### config.mk
export PLATFORM = sky130hd
export DESIGN_NAME = mid_core
export DESIGN_NICKNAME = d
export VERILOG_FILES = /design/src/mid_pkg.sv /design/src/mid_core.sv /design/src/mid_alu.sv
export VERILOG_INCLUDE_DIRS = /design/src
export SDC_FILE = /design/constraint.sdc
export NUM_CORES = 1
export LEC_CHECK = 0
export BUFFER_PORTS_ARGS = -buffer_cell sky130_fd_sc_hd__buf_2
export CORE_MARGIN = 4
export CORE_UTILIZATION = 60
export CTS_BUF_LIST = sky130_fd_sc_hd__clkbuf_8
export CTS_CLUSTER_DIAMETER = 60
export DETAILED_ROUTE_END_ITERATION = 7
export GPL_ROUTABILITY_DRIVEN = 0
export GPL_TIMING_DRIVEN = 1
export PLACE_DENSITY = 0.8
export SKIP_CTS_REPAIR_TIMING = 1
export SYNTH_ARGS = -nofsm -noshare
export SYNTH_HDL_FRONTEND = slang
export SYNTH_SLANG_ARGS = --single-unit
### constraint.sdc
create_clock -name clk -period 3.96 [get_ports clk]
set_input_delay 0.594 -clock clk [delete_from_list [all_inputs] [get_ports clk]]
set_output_delay 0.594 -clock clk [all_outputs]
set_load 0.005 [all_outputs]
### src/mid_regs.svh
// control register offsets, field positions, reset values
// assumes an 8-bit register-file address space shared with the core
`ifndef MID_REGS_SVH
`define MID_REGS_SVH

// control register offsets in the register file
`define MID_OFF_IMASK 8'hfb
`define MID_OFF_FLAGS 8'hfc
`define MID_OFF_WPTR 8'hfd
`define MID_OFF_SP_HI 8'hfe
`define MID_OFF_SP_LO 8'hff

// field positions
`define MID_IMASK_GLOBAL 3'd7
`define MID_LO_JR 4'hb
`define MID_LO_JP 4'hd
`define MID_LO_INC 4'he

// reset values
`define MID_RST_IMASK 8'h00
`define MID_RST_FLAGS 8'h00
`define MID_RST_WPTR 8'h00
`define MID_RST_SP 16'h0000

`endif

### src/mid_pkg.sv
// types shared by the decode/flag core and its arithmetic unit
// assumes mid_regs.svh carries the numeric constants
package mid_pkg;

    // status flag byte, carry in the top bit
    typedef struct packed {
        logic c;
        logic z;
        logic s;
        logic v;
        logic d;
        logic h;
        logic [1:0] user;
    } mid_flags_t;

    typedef enum logic [3:0] {
        MID_OP_NONE, MID_OP_ADD, MID_OP_ADC, MID_OP_SUB, MID_OP_SBC, MID_OP_CP,
        MID_OP_OR, MID_OP_AND, MID_OP_XOR, MID_OP_COM, MID_OP_INC
    } mid_aluop_t;

    // byte result and the flags it produces
    typedef struct packed {
        logic [7:0] res;
        logic c;
        logic z;
        logic s;
        logic v;
        logic h;
    } mid_alu_t;

    // whole state of the decode core
    typedef struct packed {
        logic [7:0] imask;
        mid_flags_t flags;
        logic [7:0] wptr;
        logic [15:0] sp;
        logic [7:0] rdata;
        logic [7:0] res;
        logic res_we;
        logic [15:0] word;
        logic word_we;
        logic [15:0] pc;
        logic pc_load;
        logic [7:0] stk_wdata;
        logic [15:0] stk_waddr;
        logic stk_we;
        logic autoinc;
    } mid_state_t;

endpackage

### src/mid_core.sv
// instruction decode, condition evaluation and flag update core
// assumes one decoded instruction per ins_valid cycle with its operands
// already fetched, and the stack byte at stk_addr presented on stk_rdata
//
// Our own choice: the address-and-strobe port.
`timescale 1ns/1ns
`default_nettype none
`include "mid_regs.svh"

module mid_core (
    // clock and reset
    input wire logic clk,
    input wire logic nrst,
    // register port
    input wire logic [7:0] reg_addr,
    input wire logic [7:0] reg_wdata,
    input wire logic reg_wr,
    input wire logic reg_rd,
    output logic [7:0] reg_rdata,
    // instruction stream
    input wire logic ins_valid,
    input wire logic [7:0] ins_opcode,
    input wire logic [7:0] ins_dst,
    input wire logic [7:0] ins_src,
    input wire logic [15:0] ins_word,
    input wire logic [15:0] ins_pc,
    // stack memory
    input wire logic [7:0] stk_rdata,
    output logic [15:0] stk_addr,
    output logic [15:0] stk_waddr,
    output logic [7:0] stk_wdata,
    output logic stk_we,
    // results
    output logic [7:0] res_data,
    output logic res_we,
    output logic [15:0] word_data,
    output logic word_we,
    output logic [15:0] pc_next,
    output logic pc_load,
    output logic autoinc
);

    mid_pkg::mid_state_t s_r;
    mid_pkg::mid_state_t s_nxt;
    mid_pkg::mid_aluop_t alu_op;
    mid_pkg::mid_alu_t alu_out;
    logic [3:0] hi;
    logic [3:0] lo;
    logic fam;
    logic [15:0] wsum;

    ////////////////////////////////////////////////////////////////////////
    // condition field evaluation, shared by relative and absolute jumps
    function automatic logic cond_true(input logic [3:0] cc, input mid_pkg::mid_flags_t f);
        logic sv;
        sv = f.s ^ f.v;
        case (cc)
            4'b1000: cond_true = 1'b1;
            4'b0000: cond_true = 1'b0;
            4'b0111: cond_true = f.c;
            4'b1111: cond_true = !f.c;
            4'b0110: cond_true = f.z;
            4'b1110: cond_true = !f.z;
            4'b0101: cond_true = f.s;
            4'b1101: cond_true = !f.s;
            4'b0100: cond_true = f.v;
            4'b1100: cond_true = !f.v;
            4'b1001: cond_true = !sv;
            4'b0001: cond_true = sv;
            4'b1010: cond_true = !(f.z | sv);
            4'b0010: cond_true = f.z | sv;
            4'b1011: cond_true = !f.c && !f.z;
            4'b0011: cond_true = f.c | f.z;
            default: cond_true = 1'b0;
        endcase
    endfunction

    ////////////////////////////////////////////////////////////////////////
    // operation select; two-operand families share lower nibbles 2 to 7
    assign hi = ins_opcode[7:4];
    assign lo = ins_opcode[3:0];
    assign fam = (lo >= 4'h2) && (lo <= 4'h7) && (hi <= 4'h5 || hi == 4'ha || hi == 4'hb);

    always_comb
    begin
        alu_op = mid_pkg::MID_OP_NONE;
        if (fam)
        begin
            case (hi)
                4'h0: alu_op = mid_pkg::MID_OP_ADD;
                4'h1: alu_op = mid_pkg::MID_OP_ADC;
                4'h2: alu_op = mid_pkg::MID_OP_SUB;
                4'h3: alu_op = mid_pkg::MID_OP_SBC;
                4'h4: alu_op = mid_pkg::MID_OP_OR;
                4'h5: alu_op = mid_pkg::MID_OP_AND;
                4'ha: alu_op = mid_pkg::MID_OP_CP;
                4'hb: alu_op = mid_pkg::MID_OP_XOR;
                default: alu_op = mid_pkg::MID_OP_NONE;
            endcase
        end
        else if (ins_opcode == 8'h60 || ins_opcode == 8'h61)
            alu_op = mid_pkg::MID_OP_COM;
        else if (ins_opcode == 8'h20 || ins_opcode == 8'h21 || lo == `MID_LO_INC)
            alu_op = mid_pkg::MID_OP_INC;
    end

    mid_alu u_alu (
        .op(alu_op),
        .a(ins_dst),
        .b(ins_src),
        .cin(s_r.flags.c),
        .out(alu_out)
    );

    // word increment or decrement on a register pair
    assign wsum = (hi == 4'h8) ? ins_word - 16'h0001 : ins_word + 16'h0001;

    ////////////////////////////////////////////////////////////////////////
    // next state: register port first, then an instruction in the same
    // cycle overrides it, so software cannot tear a flag update
    always_comb
    begin
        s_nxt = s_r;
        s_nxt.rdata = 8'h00;
        s_nxt.res_we = 1'b0;
        s_nxt.word_we = 1'b0;
        s_nxt.pc_load = 1'b0;
        s_nxt.stk_we = 1'b0;
        s_nxt.autoinc = 1'b0;
        // register port; unmapped reads return zero
        if (reg_rd)
        begin
            case (reg_addr)
                `MID_OFF_IMASK: s_nxt.rdata = s_r.imask;
                `MID_OFF_FLAGS: s_nxt.rdata = s_r.flags;
                `MID_OFF_WPTR: s_nxt.rdata = s_r.wptr;
                `MID_OFF_SP_HI: s_nxt.rdata = s_r.sp[15:8];
                `MID_OFF_SP_LO: s_nxt.rdata = s_r.sp[7:0];
                default: s_nxt.rdata = 8'h00;
            endcase
        end
        if (reg_wr)
        begin
            case (reg_addr)
                `MID_OFF_IMASK: s_nxt.imask = reg_wdata;
                `MID_OFF_FLAGS: s_nxt.flags = reg_wdata;
                `MID_OFF_WPTR: s_nxt.wptr = reg_wdata;
                `MID_OFF_SP_HI: s_nxt.sp[15:8] = reg_wdata;
                `MID_OFF_SP_LO: s_nxt.sp[7:0] = reg_wdata;
                default: s_nxt.rdata = s_nxt.rdata;
            endcase
        end
        if (ins_valid && fam)
        begin
            // compare and the arithmetic families touch carry; every family writes overflow
            s_nxt.flags.z = alu_out.z;
            s_nxt.flags.s = alu_out.s;
            s_nxt.flags.v = alu_out.v; // logic forms give zero
            if (hi <= 4'h3 || hi == 4'ha)
                s_nxt.flags.c = alu_out.c;
            if (hi <= 4'h3)
            begin
                s_nxt.flags.h = alu_out.h;
                s_nxt.flags.d = hi[1]; // clear for add, set for subtract
            end
            s_nxt.res = alu_out.res;
            s_nxt.res_we = (hi != 4'ha); // compare leaves destination
        end
        else if (ins_valid)
        begin
            case (ins_opcode)
                8'h31: s_nxt.wptr = ins_src;
                8'h8f: s_nxt.imask[`MID_IMASK_GLOBAL] = 1'b0;
                8'h9f: s_nxt.imask[`MID_IMASK_GLOBAL] = 1'b1;
                8'hbf:
                begin
                    // return pops flags, then the saved program counter
                    s_nxt.imask[`MID_IMASK_GLOBAL] = 1'b1;
                    s_nxt.flags = stk_rdata;
                    s_nxt.sp = s_r.sp + 16'h0003;
                    s_nxt.pc = ins_word;
                    s_nxt.pc_load = 1'b1;
                end
                8'h60, 8'h61, 8'h20, 8'h21:
                begin
                    // carry held for complement and increment
                    s_nxt.flags.z = alu_out.z;
                    s_nxt.flags.s = alu_out.s;
                    s_nxt.flags.v = alu_out.v;
                    s_nxt.res = alu_out.res;
                    s_nxt.res_we = 1'b1;
                end
                8'h80, 8'h81, 8'ha0, 8'ha1:
                begin
                    s_nxt.flags.z = (wsum == 16'h0000);
                    s_nxt.flags.s = wsum[15];
                    s_nxt.flags.v = (hi == 4'h8) ? (wsum == 16'h7fff) : (wsum == 16'h8000);
                    s_nxt.word = wsum;
                    s_nxt.word_we = 1'b1;
                end
                8'h50, 8'h51:
                begin
                    s_nxt.res = stk_rdata;
                    s_nxt.res_we = 1'b1;
                    s_nxt.sp = s_r.sp + 16'h0001;
                end
                8'h70, 8'h71:
                begin
                    s_nxt.sp = s_r.sp - 16'h0001;
                    s_nxt.stk_waddr = s_r.sp - 16'h0001;
                    s_nxt.stk_wdata = ins_src;
                    s_nxt.stk_we = 1'b1;
                end
                8'hc3, 8'hd3, 8'h83, 8'h93:
                begin
                    // moved byte travels outside; here only the pointers step
                    s_nxt.res = ins_dst + 8'h01;
                    s_nxt.res_we = 1'b1;
                    s_nxt.word = ins_word + 16'h0001;
                    s_nxt.word_we = 1'b1;
                    s_nxt.autoinc = 1'b1;
                end
                8'hcf: s_nxt.flags.c = 1'b0;
                8'hdf: s_nxt.flags.c = 1'b1;
                8'hef: s_nxt.flags.c = !s_r.flags.c;
                default:
                begin
                    if (lo == `MID_LO_INC)
                    begin
                        s_nxt.flags.z = alu_out.z;
                        s_nxt.flags.s = alu_out.s;
                        s_nxt.flags.v = alu_out.v;
                        s_nxt.res = alu_out.res;
                        s_nxt.res_we = 1'b1;
                    end
                    else if (lo == `MID_LO_JR)
                    begin
                        // displacement is a signed byte, so reach is +127/-128
                        s_nxt.pc = ins_pc + {{8{ins_src[7]}}, ins_src};
                        s_nxt.pc_load = cond_true(hi, s_r.flags);
                    end
                    else if (lo == `MID_LO_JP)
                    begin
                        s_nxt.pc = ins_word;
                        s_nxt.pc_load = cond_true(hi, s_r.flags);
                    end
                    // anything else is taken as no-operation
                end
            endcase
        end
    end

    ////////////////////////////////////////////////////////////////////////
    // state register
    always_ff @(posedge clk or negedge nrst)
    begin
        if (!nrst)
        begin
            s_r <= '0;
            s_r.imask <= `MID_RST_IMASK;
            s_r.flags <= `MID_RST_FLAGS;
            s_r.wptr <= `MID_RST_WPTR;
            s_r.sp <= `MID_RST_SP;
        end
        else
            s_r <= s_nxt;
    end

    // outputs come straight from the state flops
    assign reg_rdata = s_r.rdata;
    assign stk_addr = s_r.sp;
    assign stk_waddr = s_r.stk_waddr;
    assign stk_wdata = s_r.stk_wdata;
    assign stk_we = s_r.stk_we;
    assign res_data = s_r.res;
    assign res_we = s_r.res_we;
    assign word_data = s_r.word;
    assign word_we = s_r.word_we;
    assign pc_next = s_r.pc;
    assign pc_load = s_r.pc_load;
    assign autoinc = s_r.autoinc;
endmodule

`default_nettype wire

### src/mid_alu.sv
// byte arithmetic and logic unit with flag generation
// assumes the caller selects the operation and passes the incoming carry
`timescale 1ns/1ns
`default_nettype none

module mid_alu (
    // operation select
    input wire mid_pkg::mid_aluop_t op,
    // operands
    input wire logic [7:0] a,
    input wire logic [7:0] b,
    input wire logic cin,
    // result and flags
    output mid_pkg::mid_alu_t out
);

    logic [8:0] wide;
    logic [4:0] nib;
    logic cb;

    ////////////////////////////////////////////////////////////////////////
    // one adder/subtractor; borrow shows as carry for the subtract forms
    always_comb
    begin
        cb = (op == mid_pkg::MID_OP_ADC || op == mid_pkg::MID_OP_SBC) ? cin : 1'b0;
        wide = {1'b0, a} + {1'b0, b} + {8'h00, cb};
        nib = {1'b0, a[3:0]} + {1'b0, b[3:0]} + {4'h0, cb};
        out = '0;
        case (op)
            mid_pkg::MID_OP_ADD, mid_pkg::MID_OP_ADC:
            begin
                out.res = wide[7:0];
                out.c = wide[8];
                out.h = nib[4];
                out.v = (a[7] == b[7]) && (wide[7] != a[7]);
            end
            mid_pkg::MID_OP_SUB, mid_pkg::MID_OP_SBC, mid_pkg::MID_OP_CP:
            begin
                wide = {1'b0, a} - {1'b0, b} - {8'h00, cb};
                nib = {1'b0, a[3:0]} - {1'b0, b[3:0]} - {4'h0, cb};
                out.res = wide[7:0];
                out.c = wide[8]; // borrow out
                out.h = nib[4];
                out.v = (a[7] != b[7]) && (wide[7] != a[7]);
            end
            mid_pkg::MID_OP_OR: out.res = a | b;
            mid_pkg::MID_OP_AND: out.res = a & b;
            mid_pkg::MID_OP_XOR: out.res = a ^ b;
            mid_pkg::MID_OP_COM: out.res = ~a;
            mid_pkg::MID_OP_INC:
            begin
                out.res = a + 8'h01;
                out.v = (a == 8'h7f);
            end
            default: out.res = a;
        endcase
        out.z = (out.res == 8'h00);
        out.s = out.res[7];
    end

endmodule

`default_nettype wire

Yosys cells after proc, flatten, opt, wreduce, memory -nomap -nowiden
Memory sizes are Yosys's and may differ from the RTL's.
Index checks and enable logic that the tools add are counted.
W data, S select, Z words.
Storage, ports and cells
  input port bits: 85
  register bits: 117
  word-level logic and storage cells: 204
  memories kept: 1
  memory bits (read-only): 64
  output and inout bits: 93
Operators by class
  bitwise operators: 9
  reductions and logical operators: 42
  muxes and demuxes: 45
  order comparisons: 4
  add/subtract/negate cells: 15
  eq/ne operators: 66
Memory list
  (name not given): depth 16, width 4, read ports 1, clocked after Yosys merged registers in 0, write ports 0, RTL line mid_core.sv:89  | case (hi)
Operators with widths (number)
  $eq A8 B8 Y1 const B: 19
  $mux W69: 1
  $pmux W17 S2: 2
  $eq A4 B4 Y1 const B: 14
  $eq A8 B7 Y1 const B: 7
  $mux W8: 7
  $pmux W8 S7: 1
  $mux W17: 3
  $mux W48: 1
  $pmux W16 S3: 1
  $mux W44: 1
  $pmux W8 S5: 1
  $pmux W9 S4: 1
  $add A16 B1 Y16 const B: 2
  $eq A4 B3 Y1 const B: 8
  $mux W32: 1
  $sub A16 B1 Y16 const B: 2
  $mux W26: 1
  $mux W25: 1
  $eq A8 B6 Y1 const B: 3
  $reduce_or A22 Y1: 1
  $mux W9: 2
  $add A16 B16 Y16: 1
  $add A16 B2 Y16 const B: 1
  other kinds (55): 99

Logic depth before layout (Yosys ltp)
Gate-level depths: netlist of the first run.
  depth after elaboration: 17
  mapped depth: 21
  mapped depth without buffers: 21

Hierarchy
A second synthesis of the first run with hierarchy kept.
Unflattened totals
  cell total of the unflattened synthesis: 1415
  area, all modules: 11426.0 um^2
By module, submodules not included
  mid_core: sequential area each 2927.8 um^2, area each 9544.2 um^2, cells an instance 1139, times used 1
  mid_alu: sequential area each 0.0 um^2, area each 1881.8 um^2, cells an instance 276, times used 1

Worst setup path after synthesis of the first run
No wires, ideal clock.
  path kind: input -> register
  start: input ins_opcode[5]
  end: register s_r[108] (netlist bit)
  setup time: 0.136 ns
  arrival: 4.429 ns
  stages: 19
  buffers on the path: 1
  required time: 3.824 ns
  setup slack: -0.605 ns
  cells stage by stage: inv_1 > ha_1 > nor2_2 > a211oi_1 > buf_4 > o2111ai_1 > o21ai_0 > nand3_1 > fa_1 > fa_1 > or2_2 > a21oi_1 > o21bai_1 > a21oi_1 > o21bai_1 > a21oi_1 > xor2_1 > a2111oi_0 > o21ai_0
RTL lines
  start, declared: RTL line mid_core.sv:22  | input wire logic [7:0] ins_opcode,
  end signal, assigned: RTL line mid_core.sv:266  | s_r <= s_nxt;
  end, declared: RTL line mid_core.sv:43  | mid_pkg::mid_state_t s_r;

==> flow_summary.yaml, run 1 <==
worst_setup_path:
  crit_type: "in -> reg"
  worst_ep_required_time_ns: 4.29
  worstPathArrival_ns: 4.35
  cp-end-kind: "register"
  critPathMaxFanout: 3
  critPathLaunchType: "input port"
sta:
  min_period_over_period_pct: 102
  layout_min_cycle_time_ns: 4.02
  rsz0062_at_grt: "yes"
  setup_slack_ns: -0.0643
  setup_tns_ns: -0.0643
  worstMarginPinSlew_ns: 1.22
  finalSetupViolCount: 1
  fmax_mhz: 248
  slew_headroom_pct: 17.8
  worst_clock_skew_ns: 0.00689
  finalHoldViolCount: 0
  slew_viol_final: 0
flow_run:
  cap_violations: 0
routing:
  drc: 0
  num_vias: 11000
  post_drt_wl_per_cell_um: 20.2
  wl_mm: 34.7
  ant_nets: 0
  vias_per_cell: 6.44
  drt_iter0_markers: 1351
  first_pass_iters: 7
die:
  ios: 178
  initial_utilization_pct: 61.3
  dieArea_um2: 20700
  fp.dieH_um: 144
  die-width_um: 144
  rows: 49
  core_um2: 18000
finish:
  n_antenna_cell: 0
  area_delta_synth_final_pct: 12.7
  post-route-util_pct: 69.1
  design_area_um2: 12500
  drive_gt1_share_pct: 26.3
  finalNetCount: 1618
power_and_ir_drop:
  peakVddDrop_uv: 286
  p_leak_uw: 0.00577
  powerDensity_nw_per_um2: 339
  fin_total_pwr_uw: 4220
placement:
  io_buffers: 177
  place_ws_ns: -0.666
  dp_hpwl_mm: 26.3
  dpl-instance-area_um2: 11900
yosys:
  synthCells: 1355
  ys_seq_area_share_pct: 26.5
  synth_cell_types: 88
  synth_seq_cells: 117
  synth-edff-count: 0
  async_flop_share_pct: 100
  synthTopCellsByArea: "dfrtp_1 (26%), buf_4 (6.5%), ha_1 (6.3%), a21oi_1 (4.8%), o21ai_0 (4.7%)"
  synth_warnings: 0
  synth_area_per_cell_um2: 8.16
  synthFlopType: "dfrtp_1"
  yosys.area.top_type: "dfrtp_1"
  synth_area_um2: 11100
  synth_nets: 1502
  synth_top_area_share_pct: 26.5
global_routing:
  grtUsageTotal_pct: 32.7
  grt_pass1_vias: 10300
  grt_max_degree: 71
  grt_pass1_wl_mm: 53.8
  grt_antenna_before_repair: 0
  gr-total-overflow: 0
clock_network:
  clk_path_buf_depth: 2
  clkLatencyLatePin_ns: 0.45
  cts_made_buffers: 17
  h-tree-depth: 4
  cts_tree: "built"
  clk_pin_slew_ns: 0.08
  cts-root-buf: "clkbuf_8"
  cts_sinks: 117
worst_hold_path:
  hp-class: "in -> async"
status:
  violations: "negative setup slack"
  status: "finished with violations"
[placed cells by master (no fill, tap or decap), types with 5 or more instances in the layout]
master	count
a21oi_1	103
and2_1	7
nor3_2	5
or3_1	8
buf_2	174
nand3_1	29
xor2_1	29
mux2_2	18
a22oi_1	29
o21ai_0	99
dfrtp_1	117
ha_1	51
nand2_1	126
a31oi_1	13
clkbuf_8	17
a32oi_1	6
nor2b_1	8
o211ai_1	6
nand2b_1	11
and3_1	14
buf_4	88
nor4_1	10
a211oi_1	10
nor3_1	28
a221oi_1	7
nand3b_1	6
xnor2_1	49
a222oi_1	9
a22o_1	5
a221o_1	10
o21bai_1	6
o221ai_1	9
inv_1	56
mux2i_1	35
nand4_1	12
a21o_1	17
o22ai_1	18
nor2_1	99
[worst max-delay path, stage by stage]
cell,delay [ns]
buf_4,0.11
clkinvlp_4,0.12
ha_4,0.29
nor2_1,0.05
a211oi_2,0.31
a21oi_4,0.10
o21ai_2,0.19
nand3_4,0.12
inv_2,0.08
fa_1,0.45
inv_1,0.09
ha_2,0.18
o21ai_2,0.07
a211oi_2,0.22
a21o_1,0.16
a21oi_2,0.07
xnor2_2,0.15
xnor2_1,0.14
o21a_1,0.23
o221a_1,0.27
a222oi_1,0.34
[sequential cells by signal, indices dropped and copies added, names as in the netlist]
register   cells
autoinc        1
pc_load        1
pc_next       16
reg_rdata      8
res_data       8
res_we         1
s_r           24
stk_addr      16
stk_waddr     16
stk_wdata      8
stk_we         1
word_data     16
word_we        1
[final cells by class]
class | count | area (um^2)
Sequential cell | 117 | 2930
Inverter | 58 | 224
Multi-Input combinational cell | 1011 | 7040
Clock inverter | 15 | 166
Fill cell | 1486 | 5560
Clock buffer | 17 | 234
Timing Repair Buffer | 266 | 1580
Tap cell | 229 | 287
[synthesized netlist by cell type, types with 7 or more instances]
master	instances
nand2_1	127
dfrtp_1	117
a21oi_1	106
o21ai_0	104
nor2_1	100
buf_4	95
inv_1	57
ha_1	56
xnor2_1	50
clkbuf_1	49
mux2i_1	35
a22oi_1	30
nand3_1	30
nor3_1	29
xor2_1	29
mux2_2	18
o22ai_1	18
a21o_1	17
a31oi_1	14
and3_1	14
a211oi_1	13
nand4_1	12
nor4_1	12
buf_2	11
nand2b_1	11
a221o_1	10
a222oi_1	9
o221ai_1	9
or3_1	9
and2_1	8
nor2b_1	8
a221oi_1	7
[metrics by stage]
stage          std cells  hold WS, ns
2_1_floorplan       1355        0.298
3_3_place_gp        1673        0.456
3_5_place_dp        1673        0.464
4_1_cts             1705        0.311
5_1_grt             1713        0.346
6_report            1713        0.301
[power breakdown]
group | switching [uW] | leakage (uW) | internal, uW
registers | 239 | 0.00150 | 1400
logic | 784 | 0.00406 | 658
clock network | 525 | 0.000210 | 615
total | 1550 | 0.00577 | 2670
[per-layer routing]
layer	track usage, %	routed length (um)
met1	44.1	13700
met2	51.4	15900
met3	6.92	3740
met4	13.3	1310
met5	0	0
[final timing paths]
kind                       slack, ns                       end  cells after the start                     start
min in group clk                0.44        s_r[101]$_DFF_PN0_                      3              stk_rdata[0]
max in group asynchronous       2.90         word_we$_DFF_PN0_                      2                      nrst
min                             0.30  stk_waddr[0]$_DFFE_PN0P_                      1                      nrst
max                            -0.06        s_r[105]$_DFF_PN0_                     21             ins_opcode[5]
min reg2reg                     0.47  stk_waddr[6]$_DFFE_PN0P_                      2  stk_waddr[6]$_DFFE_PN0P_
max reg2reg                     0.58    stk_addr[14]$_DFF_PN0_                     11     stk_addr[0]$_DFF_PN0_
[cell families (layout without fill, tap and decap cells)]
family	Yosys count	count (layout)	share of synthesized area [%]
buf+inv	227	356	11.9
simple gates	411	411	18.7
fa+ha+maj	62	62	7.43
xor+xnor	80	80	6.51
flops	117	117	26.5
compound gates	405	405	23.9
mux	53	53	5.00
No activity file was read; power rests on OpenSTA's default activity.
==> run 2, diff against run 1 <==
clock period = 4.6 ns   (was 3.96 ns; I/O delays follow)
==> flow_summary.yaml, run 2 (same netlist as run 1, synthesis figures left out) <==
status:
  status: "finished with violations"
  violations: "design-rule violations"
power_and_ir_drop:
  combinationalPowerShare_pct: 32.6
  peakVddDrop_uv: 221
  powerDensity_nw_per_um2: 302
  clockPowerShare_pct: 28.7
  fin_total_pwr_uw: 3650
  switching_share_pct: 35.3
  power_frac_seq_pct: 38.7
  switchingPower_uw: 1290
  p_int_uw: 2360
  p_leak_uw: 0.00565
clock_network:
  cts_sinks: 117
  h-tree-depth: 4
  clk_pin_slew_ns: 0.08
  clkLatencyLatePin_ns: 0.44
  clk_path_buf_depth: 2
  cts_made_buffers: 17
  cts-root-buf: "clkbuf_8"
  cts_tree: "built"
sta:
  worstMarginPinSlew_ns: 0.785
  worst_clock_skew_ns: 0.0114
  fmax_mhz: 232
  slew_headroom_pct: 47.5
  min_period_over_period_pct: 93.7
  rsz0062_at_grt: "no"
  finalHoldViolCount: 0
  slew_viol_final: 0
  finalSetupViolCount: 0
  setup_slack_ns: 0.289
  setup_tns_ns: 0
  layout_min_cycle_time_ns: 4.31
finish:
  finalNetCount: 1596
  n_fill_cell: 1561
  final_common_cell: "buf_2"
  post-route-util_pct: 67.1
  n_antenna_cell: 0
  design_area_um2: 12100
  drive_gt1_share_pct: 23.3
  final_cell_mix: "buf_2 (176), nand2_1 (127), dfrtp_1 (117)"
  area_delta_synth_final_pct: 9.45
  regMostFlops: "s_r"
  largest_reg_flops: 24
die:
  rows: 49
  dieArea_um2: 20700
  initial_utilization_pct: 61.3
  core_um2: 18000
  fp.dieH_um: 144
  die-width_um: 144
  ios: 178
global_routing:
  grt_use_met1_pct: 43.8
  top_usage_layer: "met2"
  grt_max_degree: 51
  grt_antenna_before_repair: 0
  gr-total-overflow: 0
  grt_use_met2_pct: 51.3
  grtUsageTotal_pct: 32.6
  grt_pass1_vias: 10300
  grt_pass1_wl_mm: 53.7
  grtUsageMet3_pct: 6.02
worst_setup_path:
  slowest_delay_ns: 0.52
  cp_slowest_cell: "fa_1"
  crit_top_cell: "inv_1"
  cp-end-kind: "register"
  critical-path-top-delay-family: "compound AO/OA/AOI/OAI gates"
  worst_ep_required_time_ns: 4.93
  worstPathArrival_ns: 4.64
  cp_num_buf_inv: 5
  crit_type: "in -> reg"
  path_cells: "buf_2 -> inv_1 -> ha_1 -> nor2_2 -> buf_4 -> a211o_1 -> a21o_1 -> nand2_1 -> o21ai_0 -> nand3_1 -> inv_1 -> fa_1 -> inv_1 -> ha_1 -> o21ai_1 -> a211oi_1 -> a21o_1 -> a21oi_1 -> xnor2_1 -> xnor2_1 -> o21a_1 -> a211o_1 -> a222oi_1"
  critPathMaxFanout: 3
  critPathLaunchType: "input port"
routing:
  drc: 10
  first_pass_iters: 8
  ant_nets: 0
  wl_mm: 34.4
  drt_iter0_markers: 1533
  post_drt_wl_per_cell_um: 20.3
  vias_per_cell: 6.43
  num_vias: 10900
placement:
  dp_hpwl_mm: 26.4
  dpl-instance-area_um2: 11600
  io_buffers: 177
  place_ws_ns: -0.284
worst_hold_path:
  hp-class: "in -> async"
flow_run:
  cap_violations: 0
-- run 2: cell count changes in the layout (fill, tap and decap cells not counted), sizes merged --
cell      delta
buf         -21
bufinv       +1
clkbuf       +2
clkinv       -3
clkinvlp     -2
inv          +1
-- run 2: power by group through the flow --
stage	registers [uW]	logic, uW	clock network [uW]
floorplan	1310	995	0
global placement	1420	1140	0
detailed placement	1420	1170	0
CTS	1410	1170	1050
global route	1430	1310	1110
finish	1410	1190	1050
-- run 2: layout make-up --
cell class	count	area (um^2)	share of cell area (%)
Multi-Input combinational cell	1011	6840	56.5
Clock buffer	20	275	2.28
Sequential cell	117	2930	24.2
Clock inverter	12	161	1.33
Timing Repair Buffer	244	1390	11.5
Tap cell	229	287	2.37
Inverter	58	218	1.80
-- run 2: per-stage QoR --
stage	hold WS (ns)	cells
after floorplan	0.394	1355
after global placement	0.457	1659
after detailed placement	0.464	1659
after CTS	0.144	1691
after global routing	0.165	1691
final	0.146	1691
-- run 2: final timing paths --
path / start / endpoint / slack, ns / cells after the start
worst max-delay path: ins_opcode[4] / s_r[105]$_DFF_PN0_ / 0.29 / 23
worst min-delay path: nrst / stk_waddr[0]$_DFFE_PN0P_ / 0.15 / 1
worst max register to register: s_r[108]$_DFF_PN0_ / s_r[105]$_DFF_PN0_ / 1.14 / 12
worst min register to register: word_data[10]$_DFFE_PN0P_ / word_data[10]$_DFFE_PN0P_ / 0.47 / 2
max in group asynchronous: nrst / pc_next[10]$_DFFE_PN0P_ / 3.43 / 2
min in group clk: word_data[10]$_DFFE_PN0P_ / word_data[10]$_DFFE_PN0P_ / 0.47 / 2
-- run 2: per-layer routing --
layer | share of wire (%) | up-vias
li1 | - | 5006
met1 | 39 | 5010
met2 | 45 | 748
met3 | 11 | 112
met4 | 4.3 | 0
met5 | 0 | -
